$ cat src/pkg/eirq_defs.svh
`ifndef EIRQ_DEFS_SVH
`define EIRQ_DEFS_SVH

// ==========================================================================
// Register byte offsets on the APB.
`define EIRQ_CS_OFF 8'h00
`define EIRQ_IST_OFF 8'h04
`define EIRQ_IMSK_OFF 8'h08
`define EIRQ_PEND_OFF 8'h0c

// ==========================================================================
// Bit positions in the pin request control and status register.
`define EIRQ_B_MODE 0
`define EIRQ_B_IE 1
`define EIRQ_B_ACK 2
`define EIRQ_B_FLAG 3
`define EIRQ_B_PE 4
`define EIRQ_B_POL 5
`define EIRQ_B_PDD 6

// ==========================================================================
// Bit positions in the sticky event status and mask registers.
`define EIRQ_IST_PIN 0
`define EIRQ_IST_SEQ 1
`define EIRQ_IST_W 2

// ==========================================================================
// Vector table layout.
`define EIRQ_VEC_BASE 16'hffc0
`define EIRQ_VEC_LOWEST 5'd31
`define EIRQ_VEC_PIN 2
`define EIRQ_HW_VEC_MASK 32'h3fff_ffff
`define EIRQ_NUM_VEC 32

`endif

$ cat src/pkg/eirq_pkg.sv
package eirq_pkg;

    typedef logic [4:0] eirq_vec_t;

    // Interrupt entry sequence; the code is shown to the CPU as its step.
    typedef enum logic [3:0] {
        SQ_IDLE = 4'b0000,
        SQ_PCL = 4'b0001,
        SQ_PCH = 4'b0010,
        SQ_X = 4'b0011,
        SQ_A = 4'b0100,
        SQ_CCR = 4'b0101,
        SQ_MASK = 4'b0110,
        SQ_FETCH_HI = 4'b0111,
        SQ_FETCH_LO = 4'b1000
    } eirq_seq_e;

endpackage

$ cat src/hdl/eirq_sync.sv
`timescale 1ns/1ps
// ==========================================================================
// Three-stage pin synchroniser with agreement filter.
module eirq_sync (
    input wire logic clk,
    input wire logic rst_n,
    input wire logic async_in,
    output logic level_out
);
    logic s1_reg;
    logic s2_reg;
    logic s3_reg;

    // The first stage feeds only the second, to keep metastability contained.
    always_ff @(posedge clk or negedge rst_n) begin
        if (!rst_n) begin
            s1_reg <= 1'b0;
            s2_reg <= 1'b0;
            s3_reg <= 1'b0;
        end else begin
            s1_reg <= async_in;
            s2_reg <= s1_reg;
            s3_reg <= s2_reg;
        end
    end

    // A change is accepted only when the second and third stages agree.
    always_ff @(posedge clk or negedge rst_n) begin
        if (!rst_n) begin
            level_out <= 1'b0;
        end else if (s2_reg == s3_reg) begin
            level_out <= s3_reg;
        end
    end
endmodule

$ cat src/hdl/eirq_top.sv
// Chosen here: the placing of the registers and the APB interface to the registers.
`timescale 1ns/1ps
`include "eirq_defs.svh"
// ==========================================================================
module eirq_top (
    input wire logic MCLK,
    input wire logic NRST,
    input wire logic PSEL,
    input wire logic PENABLE,
    input wire logic PWRITE,
    input wire logic [7:0] PADDR,
    input wire logic [31:0] PWDATA,
    output logic [31:0] PRDATA,
    output logic PREADY,
    output logic PSLVERR,
    input wire logic IRQ_PIN_IN,
    output logic PULL_UP_EN,
    output logic PULL_DOWN_EN,
    output logic PIN_LEVEL,
    output logic PIN_LEVEL_VALID,
    input wire logic [31:0] SRC_FLAG,
    input wire logic [31:0] SRC_ENABLE,
    input wire logic CPU_IMASK,
    input wire logic CPU_INSTR_DONE,
    output logic CPU_REQ,
    output eirq_pkg::eirq_vec_t VEC_NUM,
    output logic [3:0] SEQ_STEP,
    output logic [15:0] SEQ_ADDR,
    output logic CPU_SET_IMASK,
    output logic INT_OUT
);
    import eirq_pkg::*;

    // ======================================================================
    // Declarations.
    logic pin_request_enable_reg;
    logic request_polarity_select_reg;
    logic edge_level_mode_select_reg;
    logic pull_device_disable_reg;
    logic pin_request_int_enable_reg;
    logic pin_request_flag_reg;
    logic [`EIRQ_IST_W-1:0] int_status_reg;
    logic [`EIRQ_IST_W-1:0] int_mask_reg;
    logic pin_sync;
    logic asserted_now;
    logic asserted_prev_reg;
    logic pin_edge;
    logic wr_fire;
    logic rd_fire;
    logic addr_ok;
    logic ack_write;
    logic [31:0] rdata_next;
    logic [31:0] pending;
    logic any_pending;
    eirq_vec_t best_vec;
    eirq_vec_t vec_latched_reg;
    eirq_seq_e seq_reg;
    eirq_seq_e seq_next;
    logic [15:0] slot_addr;
    logic [`EIRQ_IST_W-1:0] ist_set;

    // ======================================================================
    // Pin sampling.
    // The pin is asynchronous to MCLK, so it passes the filtered synchroniser.
    eirq_sync u_sync (
        .clk(MCLK),
        .rst_n(NRST),
        .async_in(IRQ_PIN_IN),
        .level_out(pin_sync)
    );

    // Polarity maps the pin to an asserted level; high polarity means rising.
    assign asserted_now = request_polarity_select_reg ? pin_sync : ~pin_sync;

    // Previous asserted state is forced deasserted while disabled, so enabling
    // the pin with it already asserted counts as an edge.
    always_ff @(posedge MCLK or negedge NRST) begin
        if (!NRST) begin
            asserted_prev_reg <= 1'b1;
        end else if (pin_request_enable_reg) begin
            asserted_prev_reg <= asserted_now;
        end else begin
            asserted_prev_reg <= 1'b0;
        end
    end

    // Edge seen only while the pin function is enabled.
    assign pin_edge = pin_request_enable_reg & asserted_now & ~asserted_prev_reg;

    // ======================================================================
    // APB slave.
    // The slave inserts one wait state: pready rises in the second access cycle.
    assign wr_fire = PSEL & PENABLE & PREADY & PWRITE;
    assign rd_fire = PSEL & PENABLE & ~PREADY & ~PWRITE;
    assign addr_ok = (PADDR == `EIRQ_CS_OFF) | (PADDR == `EIRQ_IST_OFF) |
        (PADDR == `EIRQ_IMSK_OFF) | (PADDR == `EIRQ_PEND_OFF);
    assign ack_write = wr_fire & (PADDR == `EIRQ_CS_OFF) & PWDATA[`EIRQ_B_ACK];

    always_ff @(posedge MCLK or negedge NRST) begin
        if (!NRST) begin
            PREADY <= 1'b0;
        end else begin
            PREADY <= PSEL & PENABLE & ~PREADY;
        end
    end

    // Unmapped addresses answer with an error in the ready cycle.
    always_ff @(posedge MCLK or negedge NRST) begin
        if (!NRST) begin
            PSLVERR <= 1'b0;
        end else begin
            PSLVERR <= PSEL & PENABLE & ~PREADY & ~addr_ok;
        end
    end

    // Read mux; the acknowledge bit always reads as zero.
    always_comb begin
        rdata_next = 32'h0000_0000;
        case (PADDR)
            `EIRQ_CS_OFF: begin
                rdata_next[`EIRQ_B_PDD] = pull_device_disable_reg;
                rdata_next[`EIRQ_B_POL] = request_polarity_select_reg;
                rdata_next[`EIRQ_B_PE] = pin_request_enable_reg;
                rdata_next[`EIRQ_B_FLAG] = pin_request_flag_reg;
                rdata_next[`EIRQ_B_ACK] = 1'b0;
                rdata_next[`EIRQ_B_IE] = pin_request_int_enable_reg;
                rdata_next[`EIRQ_B_MODE] = edge_level_mode_select_reg;
            end
            `EIRQ_IST_OFF: begin
                rdata_next[`EIRQ_IST_W-1:0] = int_status_reg;
            end
            `EIRQ_IMSK_OFF: begin
                rdata_next[`EIRQ_IST_W-1:0] = int_mask_reg;
            end
            `EIRQ_PEND_OFF: begin
                rdata_next = pending;
            end
            default: begin
                rdata_next = 32'h0000_0000;
            end
        endcase
    end

    always_ff @(posedge MCLK or negedge NRST) begin
        if (!NRST) begin
            PRDATA <= 32'h0000_0000;
        end else if (rd_fire) begin
            PRDATA <= rdata_next;
        end
    end

    // ======================================================================
    // Pin configuration bits.
    // All configuration returns to the disabled default on reset.
    always_ff @(posedge MCLK or negedge NRST) begin
        if (!NRST) begin
            pin_request_enable_reg <= 1'b0;
            request_polarity_select_reg <= 1'b0;
            edge_level_mode_select_reg <= 1'b0;
            pull_device_disable_reg <= 1'b0;
            pin_request_int_enable_reg <= 1'b0;
        end else if (wr_fire && PADDR == `EIRQ_CS_OFF) begin
            pin_request_enable_reg <= PWDATA[`EIRQ_B_PE];
            request_polarity_select_reg <= PWDATA[`EIRQ_B_POL];
            edge_level_mode_select_reg <= PWDATA[`EIRQ_B_MODE];
            pull_device_disable_reg <= PWDATA[`EIRQ_B_PDD];
            pin_request_int_enable_reg <= PWDATA[`EIRQ_B_IE];
        end
    end

    // ======================================================================
    // Request flag.
    // A new edge wins over an acknowledge in the same cycle, and in level mode
    // an asserted pin keeps the flag set so a clear is refused.
    always_ff @(posedge MCLK or negedge NRST) begin
        if (!NRST) begin
            pin_request_flag_reg <= 1'b0;
        end else if (pin_edge) begin
            pin_request_flag_reg <= 1'b1;
        end else if (pin_request_enable_reg && edge_level_mode_select_reg &&
                asserted_now) begin
            pin_request_flag_reg <= 1'b1;
        end else if (ack_write) begin
            pin_request_flag_reg <= 1'b0;
        end
    end

    // ======================================================================
    // Pull device and pin level.
    // The pull follows polarity: pullup for falling, pulldown for rising.
    always_ff @(posedge MCLK or negedge NRST) begin
        if (!NRST) begin
            PULL_UP_EN <= 1'b0;
            PULL_DOWN_EN <= 1'b0;
        end else begin
            PULL_UP_EN <= pin_request_enable_reg & ~pull_device_disable_reg &
                ~request_polarity_select_reg;
            PULL_DOWN_EN <= pin_request_enable_reg & ~pull_device_disable_reg &
                request_polarity_select_reg;
        end
    end

    // The level is the raw synchronised pin, valid only while configured.
    always_ff @(posedge MCLK or negedge NRST) begin
        if (!NRST) begin
            PIN_LEVEL <= 1'b0;
            PIN_LEVEL_VALID <= 1'b0;
        end else begin
            PIN_LEVEL <= pin_sync & pin_request_enable_reg;
            PIN_LEVEL_VALID <= pin_request_enable_reg;
        end
    end

    // ======================================================================
    // Pending vectors and priority.
    // Only flags with their local enable set are forwarded; the pin source
    // replaces slot two and the two lowest slots are never requested.
    always_comb begin
        pending = SRC_FLAG & SRC_ENABLE;
        pending[`EIRQ_VEC_PIN] = pin_request_flag_reg & pin_request_int_enable_reg;
        pending = pending & `EIRQ_HW_VEC_MASK;
    end

    assign any_pending = |pending;

    // Scan from the lowest slot down so the lowest set number is kept.
    always_comb begin
        best_vec = `EIRQ_VEC_LOWEST;
        for (int i = `EIRQ_NUM_VEC - 1; i >= 0; i--) begin
            if (pending[i]) begin
                best_vec = 5'(i);
            end
        end
    end

    // Slot of vector n sits 2*(31-n) bytes above the table base.
    assign slot_addr = `EIRQ_VEC_BASE +
        {10'h000, 5'(`EIRQ_VEC_LOWEST - vec_latched_reg), 1'b0};

    always_ff @(posedge MCLK or negedge NRST) begin
        if (!NRST) begin
            CPU_REQ <= 1'b0;
            VEC_NUM <= 5'h00;
        end else begin
            CPU_REQ <= any_pending & ~CPU_IMASK;
            VEC_NUM <= best_vec;
        end
    end

    // ======================================================================
    // Interrupt entry sequence.
    // Priority is frozen when the sequence starts, so a late higher request
    // waits for the next entry rather than tearing the vector fetch.
    always_comb begin
        seq_next = seq_reg;
        case (seq_reg)
            SQ_IDLE: begin
                if (any_pending && !CPU_IMASK && CPU_INSTR_DONE) begin
                    seq_next = SQ_PCL;
                end
            end
            // Stacking, the mask step and the high fetch follow in code order,
            // one step per cycle, so the CPU sees no gaps in the walk.
            SQ_PCL, SQ_PCH, SQ_X, SQ_A, SQ_CCR, SQ_MASK, SQ_FETCH_HI: begin
                seq_next = eirq_seq_e'(seq_reg + 4'h1);
            end
            SQ_FETCH_LO: begin
                seq_next = SQ_IDLE;
            end
            default: begin
                seq_next = SQ_IDLE;
            end
        endcase
    end

    always_ff @(posedge MCLK or negedge NRST) begin
        if (!NRST) begin
            seq_reg <= SQ_IDLE;
        end else begin
            seq_reg <= seq_next;
        end
    end

    always_ff @(posedge MCLK or negedge NRST) begin
        if (!NRST) begin
            vec_latched_reg <= 5'h00;
        end else if (seq_reg == SQ_IDLE && seq_next == SQ_PCL) begin
            vec_latched_reg <= best_vec;
        end
    end

    // Step and address are registered copies of the next state.
    always_ff @(posedge MCLK or negedge NRST) begin
        if (!NRST) begin
            SEQ_STEP <= 4'h0;
            SEQ_ADDR <= 16'h0000;
            CPU_SET_IMASK <= 1'b0;
        end else begin
            SEQ_STEP <= seq_next;
            CPU_SET_IMASK <= (seq_next == SQ_MASK);
            if (seq_next == SQ_FETCH_HI) begin
                SEQ_ADDR <= slot_addr;
            end else if (seq_next == SQ_FETCH_LO) begin
                SEQ_ADDR <= slot_addr | 16'h0001;
            end else begin
                SEQ_ADDR <= 16'h0000;
            end
        end
    end

    // ======================================================================
    // Event status, mask and interrupt line.
    // Hardware set wins over a write-one clear in the same cycle.
    always_comb begin
        ist_set = '0;
        ist_set[`EIRQ_IST_PIN] = pin_edge;
        ist_set[`EIRQ_IST_SEQ] = (seq_reg == SQ_FETCH_LO);
    end

    always_ff @(posedge MCLK or negedge NRST) begin
        if (!NRST) begin
            int_status_reg <= '0;
        end else if (wr_fire && PADDR == `EIRQ_IST_OFF) begin
            int_status_reg <= (int_status_reg & ~PWDATA[`EIRQ_IST_W-1:0]) | ist_set;
        end else begin
            int_status_reg <= int_status_reg | ist_set;
        end
    end

    always_ff @(posedge MCLK or negedge NRST) begin
        if (!NRST) begin
            int_mask_reg <= '0;
        end else if (wr_fire && PADDR == `EIRQ_IMSK_OFF) begin
            int_mask_reg <= PWDATA[`EIRQ_IST_W-1:0];
        end
    end

    // One cycle late relative to the status bit, to keep the output a flop.
    always_ff @(posedge MCLK or negedge NRST) begin
        if (!NRST) begin
            INT_OUT <= 1'b0;
        end else begin
            INT_OUT <= |(int_status_reg & int_mask_reg);
        end
    end
endmodule

$ cat config.mk
export PLATFORM = sky130hd
export DESIGN_NAME = eirq_top
export DESIGN_NICKNAME = d
export VERILOG_FILES = /design/src/pkg/eirq_pkg.sv /design/src/hdl/eirq_sync.sv /design/src/hdl/eirq_top.sv
export VERILOG_INCLUDE_DIRS = /design/src /design/src/pkg
export SDC_FILE = /design/constraint.sdc
export NUM_CORES = 1
export LEC_CHECK = 0
export BUFFER_PORTS_ARGS = -buffer_cell sky130_fd_sc_hd__buf_2
export CORE_ASPECT_RATIO = 0.9
export CORE_MARGIN = 8
export CORE_UTILIZATION = 42
export CTS_BUF_LIST = sky130_fd_sc_hd__clkbuf_8
export CTS_CLUSTER_SIZE = 20
export DETAILED_ROUTE_END_ITERATION = 12
export GPL_TIMING_DRIVEN = 1
export PLACE_DENSITY = 0.74
export RECOVER_POWER = 25
export SLEW_MARGIN = 20
export SYNTH_ARGS = -nofsm -noshare
export SYNTH_HDL_FRONTEND = slang
export SYNTH_HIERARCHICAL = 1
export SYNTH_SLANG_ARGS = --single-unit
$ cat constraint.sdc
create_clock -name MCLK -period 2.2 [get_ports MCLK]
set_clock_uncertainty 0.15 [all_clocks]
set_input_delay 0.33 -clock MCLK [delete_from_list [all_inputs] [get_ports MCLK]]
set_output_delay 0.33 -clock MCLK [all_outputs]
set_load 0.01 [all_outputs]
# Word level (Yosys, flattened, before mapping)
# Cells that the tools add are included.
[word_totals]
reg_bits = 86
output_inout_bits = 66
wordCells = 137
[classes]
n_mux = 43
n_eq_ne = 16
bitwise = 33
n_reduce_logical = 15
add_sub_neg = 3
[ops]
columns = ["op", "count"]
rows = [
  ["$mux W5", 29],
  ["$mux W16", 2],
  ["$and A30 B30 Y30", 1],
  ["$reduce_or A30 Y1", 1],
  ["$eq A4 B3 Y1 const B", 6],
  ["$mux W23", 1],
  ["$and A1 B1 Y1", 16],
  ["$eq A8 B4 Y1 const B", 2],
  ["$pmux W5 S2", 1],
  ["$add A7 B7 Y8 const A", 1],
  ["$eq A4 B1 Y1 const B", 2],
  ["$eq A4 B2 Y1 const B", 2],
  ["$eq A4 B4 Y1 const B", 2],
  ["$eq A8 B3 Y1 const B", 1],
  ["$logic_and A1 B1 Y1", 8],
  ["$logic_not A8 Y1", 1],
  ["$not A1 Y1", 8],
  ["$pmux W2 S4", 1],
  ["$pmux W4 S2", 1],
  ["$reduce_or A7 Y1", 1],
  ["$mux W1", 5],
  ["$sub A5 B5 Y5 const A", 1],
  ["$add A4 B1 Y4 const B", 1],
  ["$and A2 B2 Y2", 2],
  ["10 further kinds", 14],
]

# Depth between registers and ports, before layout
# Gate-level depths: netlist of run 1.
[depth]
depth_word = 31
ltp_mapped = 8
ltp_nobuf = 8

# Cells and area by module
# Netlist of run 1, hierarchy kept.
[modules_own_cells]
columns = ["module", "instances", "cells_each", "seq_area_each_um2", "area_per_inst_um2"]
rows = [
  ["eirq_top", 1, 318, 1778.0, 3358.2],
  ["eirq_sync", 1, 5, 100.1, 111.4],
]

# Worst setup path after synthesis of run 1
# OpenSTA, ideal clock, no wires.
[synth_timing]
kind = "register to register"
start = "register SEQ_STEP[1] (netlist name)"
end = "register vec_latched_reg[0]"
t_required_ns = 1.922
n_path_buf = 0
stages_incl_launch_ff = 9
synth_period_minus_slack_ns = 2.276
setup_slack_ns = -0.076
arrival_ns = 1.999
cell_sequence = "dfrtp_1 inv_1 ha_1 a2111o_1 nand3_1 nand4b_1 a21oi_1 nand2_2 mux2_1"
[synth_lines]
columns = ["item", "line", "text"]
rows = [
  ["end signal: assignment", "eirq_top.sv:288", "vec_latched_reg <= best_vec;"],
  ["end: declaration", "eirq_top.sv:56", "eirq_vec_t vec_latched_reg;"],
]

==> summary.md, run 1 <==
| Metric | Value |
|---|---|
| Total of max-cap violations | 0 |
| PortBufs | 143 |
| Fin Setup TNS | 0 ns |
| Largest registers | PRDATA (30), SEQ_ADDR (7) |
| Sequential area share after synthesis | a little over half |
| Slew at the pin closest to its max-slew limit | 0.858 ns |
| Pin count of the biggest net entering global routing | between 40 and 50 |
| Post-route cell area | approximately 5000 µm² |
| Share of the clock period used by the worst path | 99.0% |
| H-tree levels | 3 |
| Core Area | between 8000 and 9000 µm² |
| RePlAce Congestion | a little under 0.9 |
| Drc violations | 0 |
| Initial antenna violation count | 0 |
| Placed insts | ~600 |
| Crit path kind | reg -> reg |
| CTS sink cnt | 75 |
| Hold Crit Start | PWDATA[6] |
| Commonest non-fill, non-tap cell in the layout | buf_2 |
| Final cell count without fillers | approximately 620 |
| Clock Latency Late Sink | approximately 0.34 ns |
| Max Freq | 459 MHz |
| Number of flip-flops under the largest register name | 30 |
| Area after DPL | approximately 4600 µm² |
| Share of cells above drive strength 1 | 48.0% |
| Area delta synth->final | 43.2% |
| Diodes inserted | 0 |
| Top cells by area, synth | dfrtp_1, nand2_1, a32o_1 |
| Util after Layout | a little over 60% |
| RSZ-0062 raised after global routing | true |
| CP required | ~2.3 ns |
| Peak VDD IR | 0.736 mV |
| Setup violators final | 0 |
| Post-synth ARST share | 100% |
| Worst EP arrival | between 2 and 2.5 ns |
| Wire length per cell | roughly 17 µm |
| 1st-iter DRT viols | around 240 |
| Crit-path max FO | 5 |
| Final hold viol count | 0 |
| Crit end category | register |
| Yosys warning total | 6 |
| Die W | 112 µm |
| Via count | approximately 3300 |
| Final Routed Wirelength | 10.7 mm |
| DR vias/cell | between 5 and 6 |
| First-pass GRT wire length | approximately 17 mm |
| Dominant synthesized flop cell | dfrtp_1 |
| Power Density | 850 nW/µm² |
| Die Y | around 100 µm |
| PnR Total Power | about 4200 µW |
| Vias in the first global route | between 3000 and 4000 |
| Root Driver | clkbuf_8 |
| Row count | 31 |
| Yosys top cell by area | dfrtp_1 |
| DIE AREA | ~11000 µm² |
| Slew HR | 42.8% |
| Gr ovfl total | 0 |
| Global Route Usage Sum | a little under a fifth |
| Top cell type's share of synthesized area | 53.4% |
| DP HPWL | approximately 8.4 mm |
| Reg clk slew, reported paths | about 0.08 ns |
| Initial core utilization | roughly 43% |
| Mapped Cells | 323 |
| Max Slew Vio Count | 0 |
| CTS tree | yes |
| Final ANT Viol Nets | 0 |
| Io pins | ~180 |
| Worst R2R Start | SEQ_STEP[1] |
| Unique cell type count in the Yosys netlist | ~50 |
| Syn Std Cell Area | 3470 µm² |
| Most flops, register | PRDATA |
| Worst Hold Class | in -> reg |
| Register bit total from synthesis | between 70 and 80 |
| Clock Path Buffers | 2 |
| Leak Pwr | around 0.0027 µW |
| Startpoint types | register |
| Fin nets | 630 |
| Post-synth EDFFs | 0 |
| Pre-antenna DRT Iters | 4 |
| Commonest cells after routing, fill and taps aside | buf_2, dfrtp_1, nand2_1, buf_4, o21ai_0 |
| Syn avg cell area | 10.7 µm² |
| Num CTS Buffers | 9 |
| Status | complete, no violations |
| Source of the critical timing path | SEQ_STEP[1] |
| Fin crit period | 2.18 ns |
| R2r setup slk | between 0.02 and 0.025 ns |
## worst max-delay path, stage by stage, from the launching register on
cell      delay, ns
dfrtp_2        0.44
inv_4          0.07
ha_4           0.16
a2111o_1       0.43
nand3_2        0.11
nand2_2        0.09
a311oi_4       0.34
buf_4          0.17
buf_4          0.09
buf_4          0.09
## final cells by class
| cell class | count | area [µm²] |
|---|---|---|
| fill | 680 | 3060 |
| sequential | 75 | 1880 |
| multi-input combinational | 221 | 1550 |
| timing repair buffer | 197 | 1140 |
| clock buffer | 11 | 151 |
| tap | 99 | 124 |
| clock inverter | 5 | 76.3 |
| inverter | 10 | 42.5 |
## metal layers
| layer | track usage [%] | part of all wire [%] |
|---|---|---|
| met5 | 0 | 0 |
| met4 | 3.36 | 0.49 |
| met3 | 6.62 | 8.1 |
| met2 | 31.9 | 49 |
| met1 | 23.1 | 43 |
## metrics by stage
| stage | setup WS, ns | hold WS (ns) |
|---|---|---|
| after floorplan | 0.00699 | -0.116 |
| after global placement | -0.163 | 0.157 |
| after detailed placement | -0.184 | 0.168 |
| after CTS | 0.0238 | 0.0579 |
| after global routing | -0.0717 | 0.0529 |
| final | 0.0211 | 0.0741 |
## what timing repair did
action                     4_1_cts  5_1_grt
gates resized for setup          4       22
setup endpoints to repair       12       11
gates cloned                     0        0
hold buffers                     3        0
buffers inserted                 2        3
pin swaps                        4        6
hold endpoints to repair        36        0
## power breakdown
| part | total [µW] | switching [µW] | internal [µW] |
|---|---|---|---|
| logic | 1430 | 730 | 703 |
| clock network | 1180 | 489 | 695 |
| registers | 1600 | 102 | 1500 |
## Yosys cell counts, drive strengths merged, types with 2 or more instances
library cell,number
inv,10
ha,4
nor3,8
nor2,17
nand2,57
nand3,14
nor4,3
a32oi,5
nand4,5
nor2b,2
o21ai,18
nor3b,2
mux4,2
a31oi,5
a221oi,2
a22o,4
and2,2
a22oi,16
dfrtp,74
and3,2
a21oi,9
mux2,12
buf,11
a31o,2
clkbuf,7
a32o,13
## cells by family (layout without fill, tap and decap cells)
family,Yosys count,count (layout),synth area share [%]
AO/OA/AOI/OAI,82,82,18.1
XOR/XNOR,1,1,0.252
adder cells (fa/ha/maj),5,5,1.77
buffers and inverters,28,223,4.22
flip-flops,75,75,54.1
multiplexers,14,14,5.19
other,1,2,0.108
AND/OR/NAND/NOR,117,117,16.2
## final timing paths
| check | to | cells after the start |
|---|---|---|
| max in group asynchronous | PRDATA[11] | 3 |
| min reg2reg | u_sync/s2_reg | 0 |
| max | SEQ_ADDR[0] | 9 |
| min | pull_device_disable_reg | 2 |
| max reg2reg | SEQ_ADDR[0] | 9 |
| min in group asynchronous | PRDATA[17] | 2 |
Note: power is estimated with default switching activity, not from simulation.
==> run 2, diff against run 1 <==
--- a/config.mk
+++ b/config.mk
@@ -7,7 +7,6 @@
 export NUM_CORES = 1
 export LEC_CHECK = 0
 export BUFFER_PORTS_ARGS = -buffer_cell sky130_fd_sc_hd__buf_2
-export CORE_ASPECT_RATIO = 0.9
 export CORE_MARGIN = 8
 export CORE_UTILIZATION = 42
 export CTS_BUF_LIST = sky130_fd_sc_hd__clkbuf_8
==> run 2 against run 1 <==
The flow now finishes with violations (setup timing). Critical path type unchanged. Non-clock buffer count down 6. Core utilization down 2.0 points. Largest cell class unchanged. Sequential power hardly changed. Fmax fell by 2.4%. Clock power decreased by 24%. Wire length fell by 2.0%. Highest routed layer unchanged. Largest power group unchanged.
==> summary.md, run 2 (synthesis gave the netlist of run 1 again) <==
| Metric | Value |
|---|---|
| Die W | 107 µm (-4.4%) |
| Number of flip-flops under the largest register name | 30 (unchanged) |
| H-tree levels | 3 (unchanged) |
| Post-route cell area | 4840 µm² (-2.5%) |
| Vias in the first global route | 3479 (+0.81%) |
| Initial core utilization | 42.9% (-0.34 points) |
| Power Density | 791 nW/µm² (-6.9%) |
| Area delta synth->final | 39.6% |
| Num CTS Buffers | 9 (unchanged) |
| Core Area | 8090 µm² (+0.79%) |
| Failing checks | setup timing |
| CTS tree | yes |
| Crit end category | register |
| Die Y | 107 µm (+4.6%) |
| Crit-path max FO | 5 (unchanged) |
| Via count | 3293 (+0.49%) |
| Io pins | 178 (unchanged) |
| 1st-iter DRT viols | 138 (-43%) |
| Share of cells above drive strength 1 | 47.0% (-1.0 points) |
| Max Slew Vio Count | 0 (unchanged) |
| Max Freq | 448 MHz (-2.4%) |
| Final Routed Wirelength | 10.5 mm (-2.0%) |
| CP required | 2.27 ns (-0.07 ns) |
| Drc violations | 0 (unchanged) |
| Initial antenna violation count | 0 (unchanged) |
| RSZ-0062 raised after global routing | true |
| DP HPWL | 8.43 mm (+0.49%) |
| Status | complete, but fails checks |
| Startpoint types | register |
| Crit path kind | reg -> reg |
| Clock Latency Late Sink | 0.33 ns (about the same) |
| Most flops, register | PRDATA |
| Row count | 33 (+6.5%) |
| Setup violators final | 5 (+5) |
| Slew HR | 18.8% (-24 points) |
| First-pass GRT wire length | 16.8 mm (-2.2%) |
| Metal2 WL | 5.31 mm (+1.6%) |
| Leak Pwr | 0.00263 µW (-2.0%) |
| DIE AREA | 11400 µm² (about the same) |
| CTS sink cnt | 75 (unchanged) |
| Worst EP arrival | 2.30 ns (-0.02 ns) |
| Root Driver | clkbuf_8 |
| Area after DPL | 4530 µm² (-0.98%) |
| Fin nets | 624 (-0.95%) |
| RePlAce Congestion | 0.881 (+0.34%) |
| Final hold viol count | 0 (unchanged) |
| Total of max-cap violations | 0 (unchanged) |
| Commonest non-fill, non-tap cell in the layout | buf_2 |
| Reg clk slew, reported paths | 0.07 ns (about the same) |
| Gr ovfl total | 0 (unchanged) |
| Met3 routed WL | 728 µm (-16%) |
| PortBufs | 143 (unchanged) |
| Largest registers | PRDATA (30), SEQ_ADDR (7) |
| PnR Total Power | 3830 µW (-9.2%) |
| Fin crit period | 2.23 ns (+0.0532 ns) |
| Share of the clock period used by the worst path | 101% (+2.4 points) |
| Worst Hold Class | in -> reg |
| Worst setup margin | -0.0321 ns (-0.0532 ns) |
| Final ANT Viol Nets | 0 (unchanged) |
| Pin count of the biggest net entering global routing | 50 (+19%) |
| Commonest cells after routing, fill and taps aside | buf_2, dfrtp_1, nand2_1, buf_4, o21ai_0 |
| Diodes inserted | 0 (unchanged) |
| Top Layer Used | met4 |
| Peak VDD IR | 0.378 mV (-49%) |
| Global Route Usage Sum | 18.1% (-0.71 points) |
| Met1 Wirelength | 4.35 mm (-4.8%) |
| Pre-antenna DRT Iters | 4 (unchanged) |
| Slew at the pin closest to its max-slew limit | 1.22 ns (+0.360 ns) |
| DR vias/cell | 5.33 (+0.49%) |
| Clock Path Buffers | 2 (unchanged) |
| Wire length per cell | 17.0 µm (-2.0%) |
-- run 2: path summary, 6_finish.rpt --
path                               start                 end  slack, ns  cells after the start
hold / removal                 CPU_IMASK             CPU_REQ       0.02                      2
setup reg to reg             SEQ_STEP[1]  vec_latched_reg[2]      -0.03                      8
min in group asynchronous           NRST         SEQ_ADDR[2]       0.67                      2
max in group asynchronous           NRST         SEQ_STEP[1]       0.41                      2
hold reg to reg            u_sync/s1_reg       u_sync/s2_reg       0.20                      0
setup / recovery             SEQ_STEP[1]  vec_latched_reg[2]      -0.03                      8
-- run 2: worst max-delay path, cell delays in order, from the launching register on --
cell,delay [ns]
dfrtp_2,0.44
buf_4,0.15
ha_2,0.17
a2111o_1,0.35
nand3_2,0.12
nand4b_1,0.12
a21oi_2,0.18
nand2_4,0.11
mux2_1,0.32
-- run 2: area by class of cell --
| type | instances | area (µm²) |
|---|---|---|
| clock buffers | 10 | 138 |
| clock inverters | 6 | 28.8 |
| fillers | 732 | 3250 |
| inverters | 10 | 37.5 |
| multi-input cells | 221 | 1530 |
| flip-flops and latches | 75 | 1880 |
| well taps | 105 | 131 |
| repair buffers | 191 | 1100 |
-- run 2: per-layer routing --
layer | vias to the layer above | GRT usage [%]
met3 | 13 | 4.56
met4 | 0 | 5.93
met5 | - | 0
met1 | 1610 | 21.3
li1 | 1551 | -
met2 | 119 | 31.6
-- run 2: timing repair --
item	in CTS	in global routing
resized for setup	5	14
pin swaps	3	7
setup buffers	0	6
endpoints found under the hold margin	48	0
hold buffers	2	0
endpoints found under the setup margin	11	11
-- run 2: power breakdown --
| part | internal [µW] | switching (µW) |
|---|---|---|
| combinational | 629 | 705 |
| clock | 425 | 477 |
| sequential | 1500 | 94.2 |
-- run 2: per-stage QoR --
step | setup slack (ns) | setup TNS [ns] | utilization (%) | instances | hold WS [ns]
after floorplan | 0.00699 | 0 | - | 324 | -0.116
after global placement | -0.178 | -1.91 | 56.0 | 594 | 0.185
after detailed placement | -0.274 | -2.80 | 56.0 | 594 | 0.187
after CTS | 0.0134 | 0 | 58.6 | 612 | 0.000840
after global routing | -0.0898 | -0.667 | 59.9 | 618 | 0.00201
final | -0.0321 | -0.113 | 59.9 | 618 | 0.0174
==> run 3, diff against run 2 <==
--- a/config.mk
+++ b/config.mk
@@ -13,7 +13,7 @@
 export CTS_CLUSTER_SIZE = 20
 export DETAILED_ROUTE_END_ITERATION = 12
 export GPL_TIMING_DRIVEN = 1
-export PLACE_DENSITY = 0.74
+export PLACE_DENSITY = 0.89
 export RECOVER_POWER = 25
 export SLEW_MARGIN = 20
 export SYNTH_ARGS = -nofsm -noshare
==> run 3 against run 2 <==
The flow still finishes with violations (setup timing). Total power up 3.7%. Final area up 0.44%. Register-to-register slack worse by 0.02 ns. Core utilization up 0.26 points. Via count up 1.6%. Sequential power about the same. Critical endpoint is now vec_latched_reg[4]. Critical path depth unchanged. Highest routed layer unchanged. Clock power up 14%. Clock-buffer cell count down 1.
==> summary.md, run 3 (synthesis gave the netlist of run 1 again) <==
| Metric | Value |
|---|---|
| Clock Latency Late Sink | 0.34 ns (about the same) |
| Initial core utilization | 42.9% (unchanged) |
| Hold Crit Start | PWDATA[4] |
| Met1 Use GR | 21.3% (-0.045 points) |
| Pin count of the biggest net entering global routing | 41 (-18%) |
| Slew at the pin closest to its max-slew limit | 0.896 ns (-0.322 ns) |
| Register area | 1880 µm² (unchanged) |
| Die W | 107 µm (unchanged) |
| Most flops, register | PRDATA |
| Worst EP arrival | 2.33 ns (+0.03 ns) |
| Source of the critical timing path | SEQ_STEP[1] |
| Crit path kind | reg -> reg |
| Core Area | 8090 µm² (unchanged) |
| Multi-input logic area | 1530 µm² (-0.16%) |
| WHS | 0.0642 ns (+0.0468 ns) |
| Commonest non-fill, non-tap cell in the layout | buf_2 |
| Crit end category | register |
| Number of flip-flops under the largest register name | 30 (unchanged) |
| 1st-iter DRT viols | 181 (+31%) |
| CTS tree | yes |
| RePlAce Congestion | 0.914 (+3.7%) |
| Share of power burned in the clock network | 26.0% (+2.5 points) |
| Initial antenna violation count | 0 (unchanged) |
| Slew HR | 40.3% (+21 points) |
| Sequential Power Share | 40.3% (-1.4 points) |
| Root Driver | clkbuf_8 |
| Largest registers | PRDATA (30), SEQ_ADDR (7) |
| Combinational share of power | 33.7% (-1.1 points) |
| Peak VDD IR | 0.699 mV (+85%) |
| Final hold viol count | 0 (unchanged) |
| Global Route Usage Sum | 19.5% (+1.4 points) |
| # fillers | 687 (-6.1%) |
| Met3 usage | 5.34% (+0.78 points) |
| CP required | 2.28 ns (about the same) |
| Leak Pwr | 0.00262 µW (-0.33%) |
| Max Slew Vio Count | 0 (unchanged) |
| Power Density | 817 nW/µm² (+3.2%) |
| Gr ovfl total | 0 (unchanged) |
| Num CTS Buffers | 9 (unchanged) |
| Critical path's largest stage delay | 0.48 ns (+0.04 ns) |
| Io pins | 178 (unchanged) |
| Total of max-cap violations | 0 (unchanged) |
| CTS sink cnt | 75 (unchanged) |
| Share of the clock period used by the worst path | 103% (+1.1 points) |
| Diodes inserted | 0 (unchanged) |
| Fin crit period | 2.26 ns (+0.0234 ns) |
| Worst setup margin | -0.0556 ns (-0.0234 ns) |
| CP max stage cell | a2111o_1 |
| Clock Path Buffers | 2 (unchanged) |
| Row count | 33 (unchanged) |
| Drc violations | 0 (unchanged) |
| Die Y | 107 µm (unchanged) |
| RSZ-0062 raised after global routing | true |
| Share of cells above drive strength 1 | 47.3% (+0.30 points) |
| Vias in the first global route | 3604 (+3.6%) |
| Global route hottest layer | met2 |
| Max Freq | 443 MHz (-1.0%) |
| Crit-path cells | inv_2, ha_4, a2111o_1, nand3_2, nand4b_1, a21oi_2, nand2_2, mux2_4 |
| First-pass GRT wire length | 17.7 mm (+5.0%) |
| Status | complete, but fails checks |
| Startpoint types | register |
| Switching part of the total | 33.2% (-0.11 points) |
| Worst R2R Start | SEQ_STEP[1] |
| Final ANT Viol Nets | 0 (unchanged) |
| Switching pwr | 1320 µW (+3.3%) |
| Area delta synth->final | 40.2% |
| DR vias/cell | 5.41 (+1.5%) |
| Setup violators final | 9 (+4) |
| Failing checks | setup timing |
| Crit-path max FO | 5 (unchanged) |
| Commonest cells after routing, fill and taps aside | buf_2, dfrtp_1, nand2_1, buf_4, o21ai_0 |
| Via count | 3347 (+1.6%) |
| Final Routed Wirelength | 11.2 mm (+7.1%) |
| DIE AREA | 11400 µm² (unchanged) |
| Internal | 2650 µW (+3.9%) |
| H-tree levels | 3 (unchanged) |
| Pre-antenna DRT Iters | 4 (unchanged) |
| Reg clk slew, reported paths | 0.08 ns (about the same) |
| DP HPWL | 8.94 mm (+6.0%) |
| Wire length per cell | 18.2 µm (+6.9%) |
| Post-place setup slack | -0.203 ns (+0.0708 ns) |
| Worst Hold Class | in -> reg |
| PortBufs | 143 (unchanged) |
| Fin nets | 625 (+0.16%) |
| Met2 usage | 34.6% (+3.1 points) |
## run 3: metal layers
layer  part of all wire [%]  vias to the layer above
met2                     50                      165
met1                     38                     1605
met3                    9.5                       23
met5                      0                        -
li1                       -                     1554
met4                    2.1                        0
## run 3: what timing repair did
action | 4_1_cts | 5_1_grt
resized for setup | 5 | 13
buffers inserted | 0 | 5
hold endpoints to repair | 36 | 0
hold buffers | 3 | 0
pin swaps | 2 | 4
setup endpoints to repair | 11 | 11
## run 3: critical path: cells and delay by family (launching register included)
family | cells | cell delay [ns]
compound gates | 2 | 0.62
flops | 1 | 0.42
simple gates | 3 | 0.36
mux | 1 | 0.34
fa+ha+maj | 1 | 0.17
buf+inv | 1 | 0.08
## run 3: metrics by stage
stage | utilization [%] | power, µW | cell area [µm²] | std cells | setup TNS, ns
3_5_place_dp | 56.1 | 2710 | 4540 | 595 | -1.80
5_1_grt | 60.1 | 4200 | 4870 | 619 | -2.74
6_report | 60.1 | 3970 | 4870 | 619 | -0.276
2_1_floorplan | - | 2230 | 3480 | 324 | 0
4_1_cts | 59.1 | 3800 | 4780 | 614 | 0
3_3_place_gp | 56.1 | 2640 | 4540 | 595 | -1.22
## run 3: area by class of cell
class                           instances  area share (%)
Sequential cell                        75            38.6
Clock buffer                            9            2.55
Multi-Input combinational cell        221            31.4
Tap cell                              105            2.70
Inverter                               10           0.823
Timing Repair Buffer                  192            22.4
Clock inverter                          7            1.44
## run 3: final timing paths
path                                                end  slack [ns]  depth (start not counted)
worst min-delay path             pin_request_enable_reg        0.06                          2
worst min register to register            u_sync/s2_reg        0.22                          0
worst max register to register       vec_latched_reg[4]       -0.06                          8
worst max-delay path                 vec_latched_reg[4]       -0.06                          8
min in group asynchronous                    VEC_NUM[3]        0.50                          2
max in group asynchronous       pull_device_disable_reg        0.25                          3
## run 3: power groups by stage
stage / registers (µW) / logic [µW] / clock network, µW
after floorplan: 1650 / 578 / 0
after global placement: 1600 / 1040 / 0
after detailed placement: 1620 / 1090 / 0
after CTS: 1590 / 1140 / 1070
after global routing: 1620 / 1450 / 1130
final: 1600 / 1340 / 1030
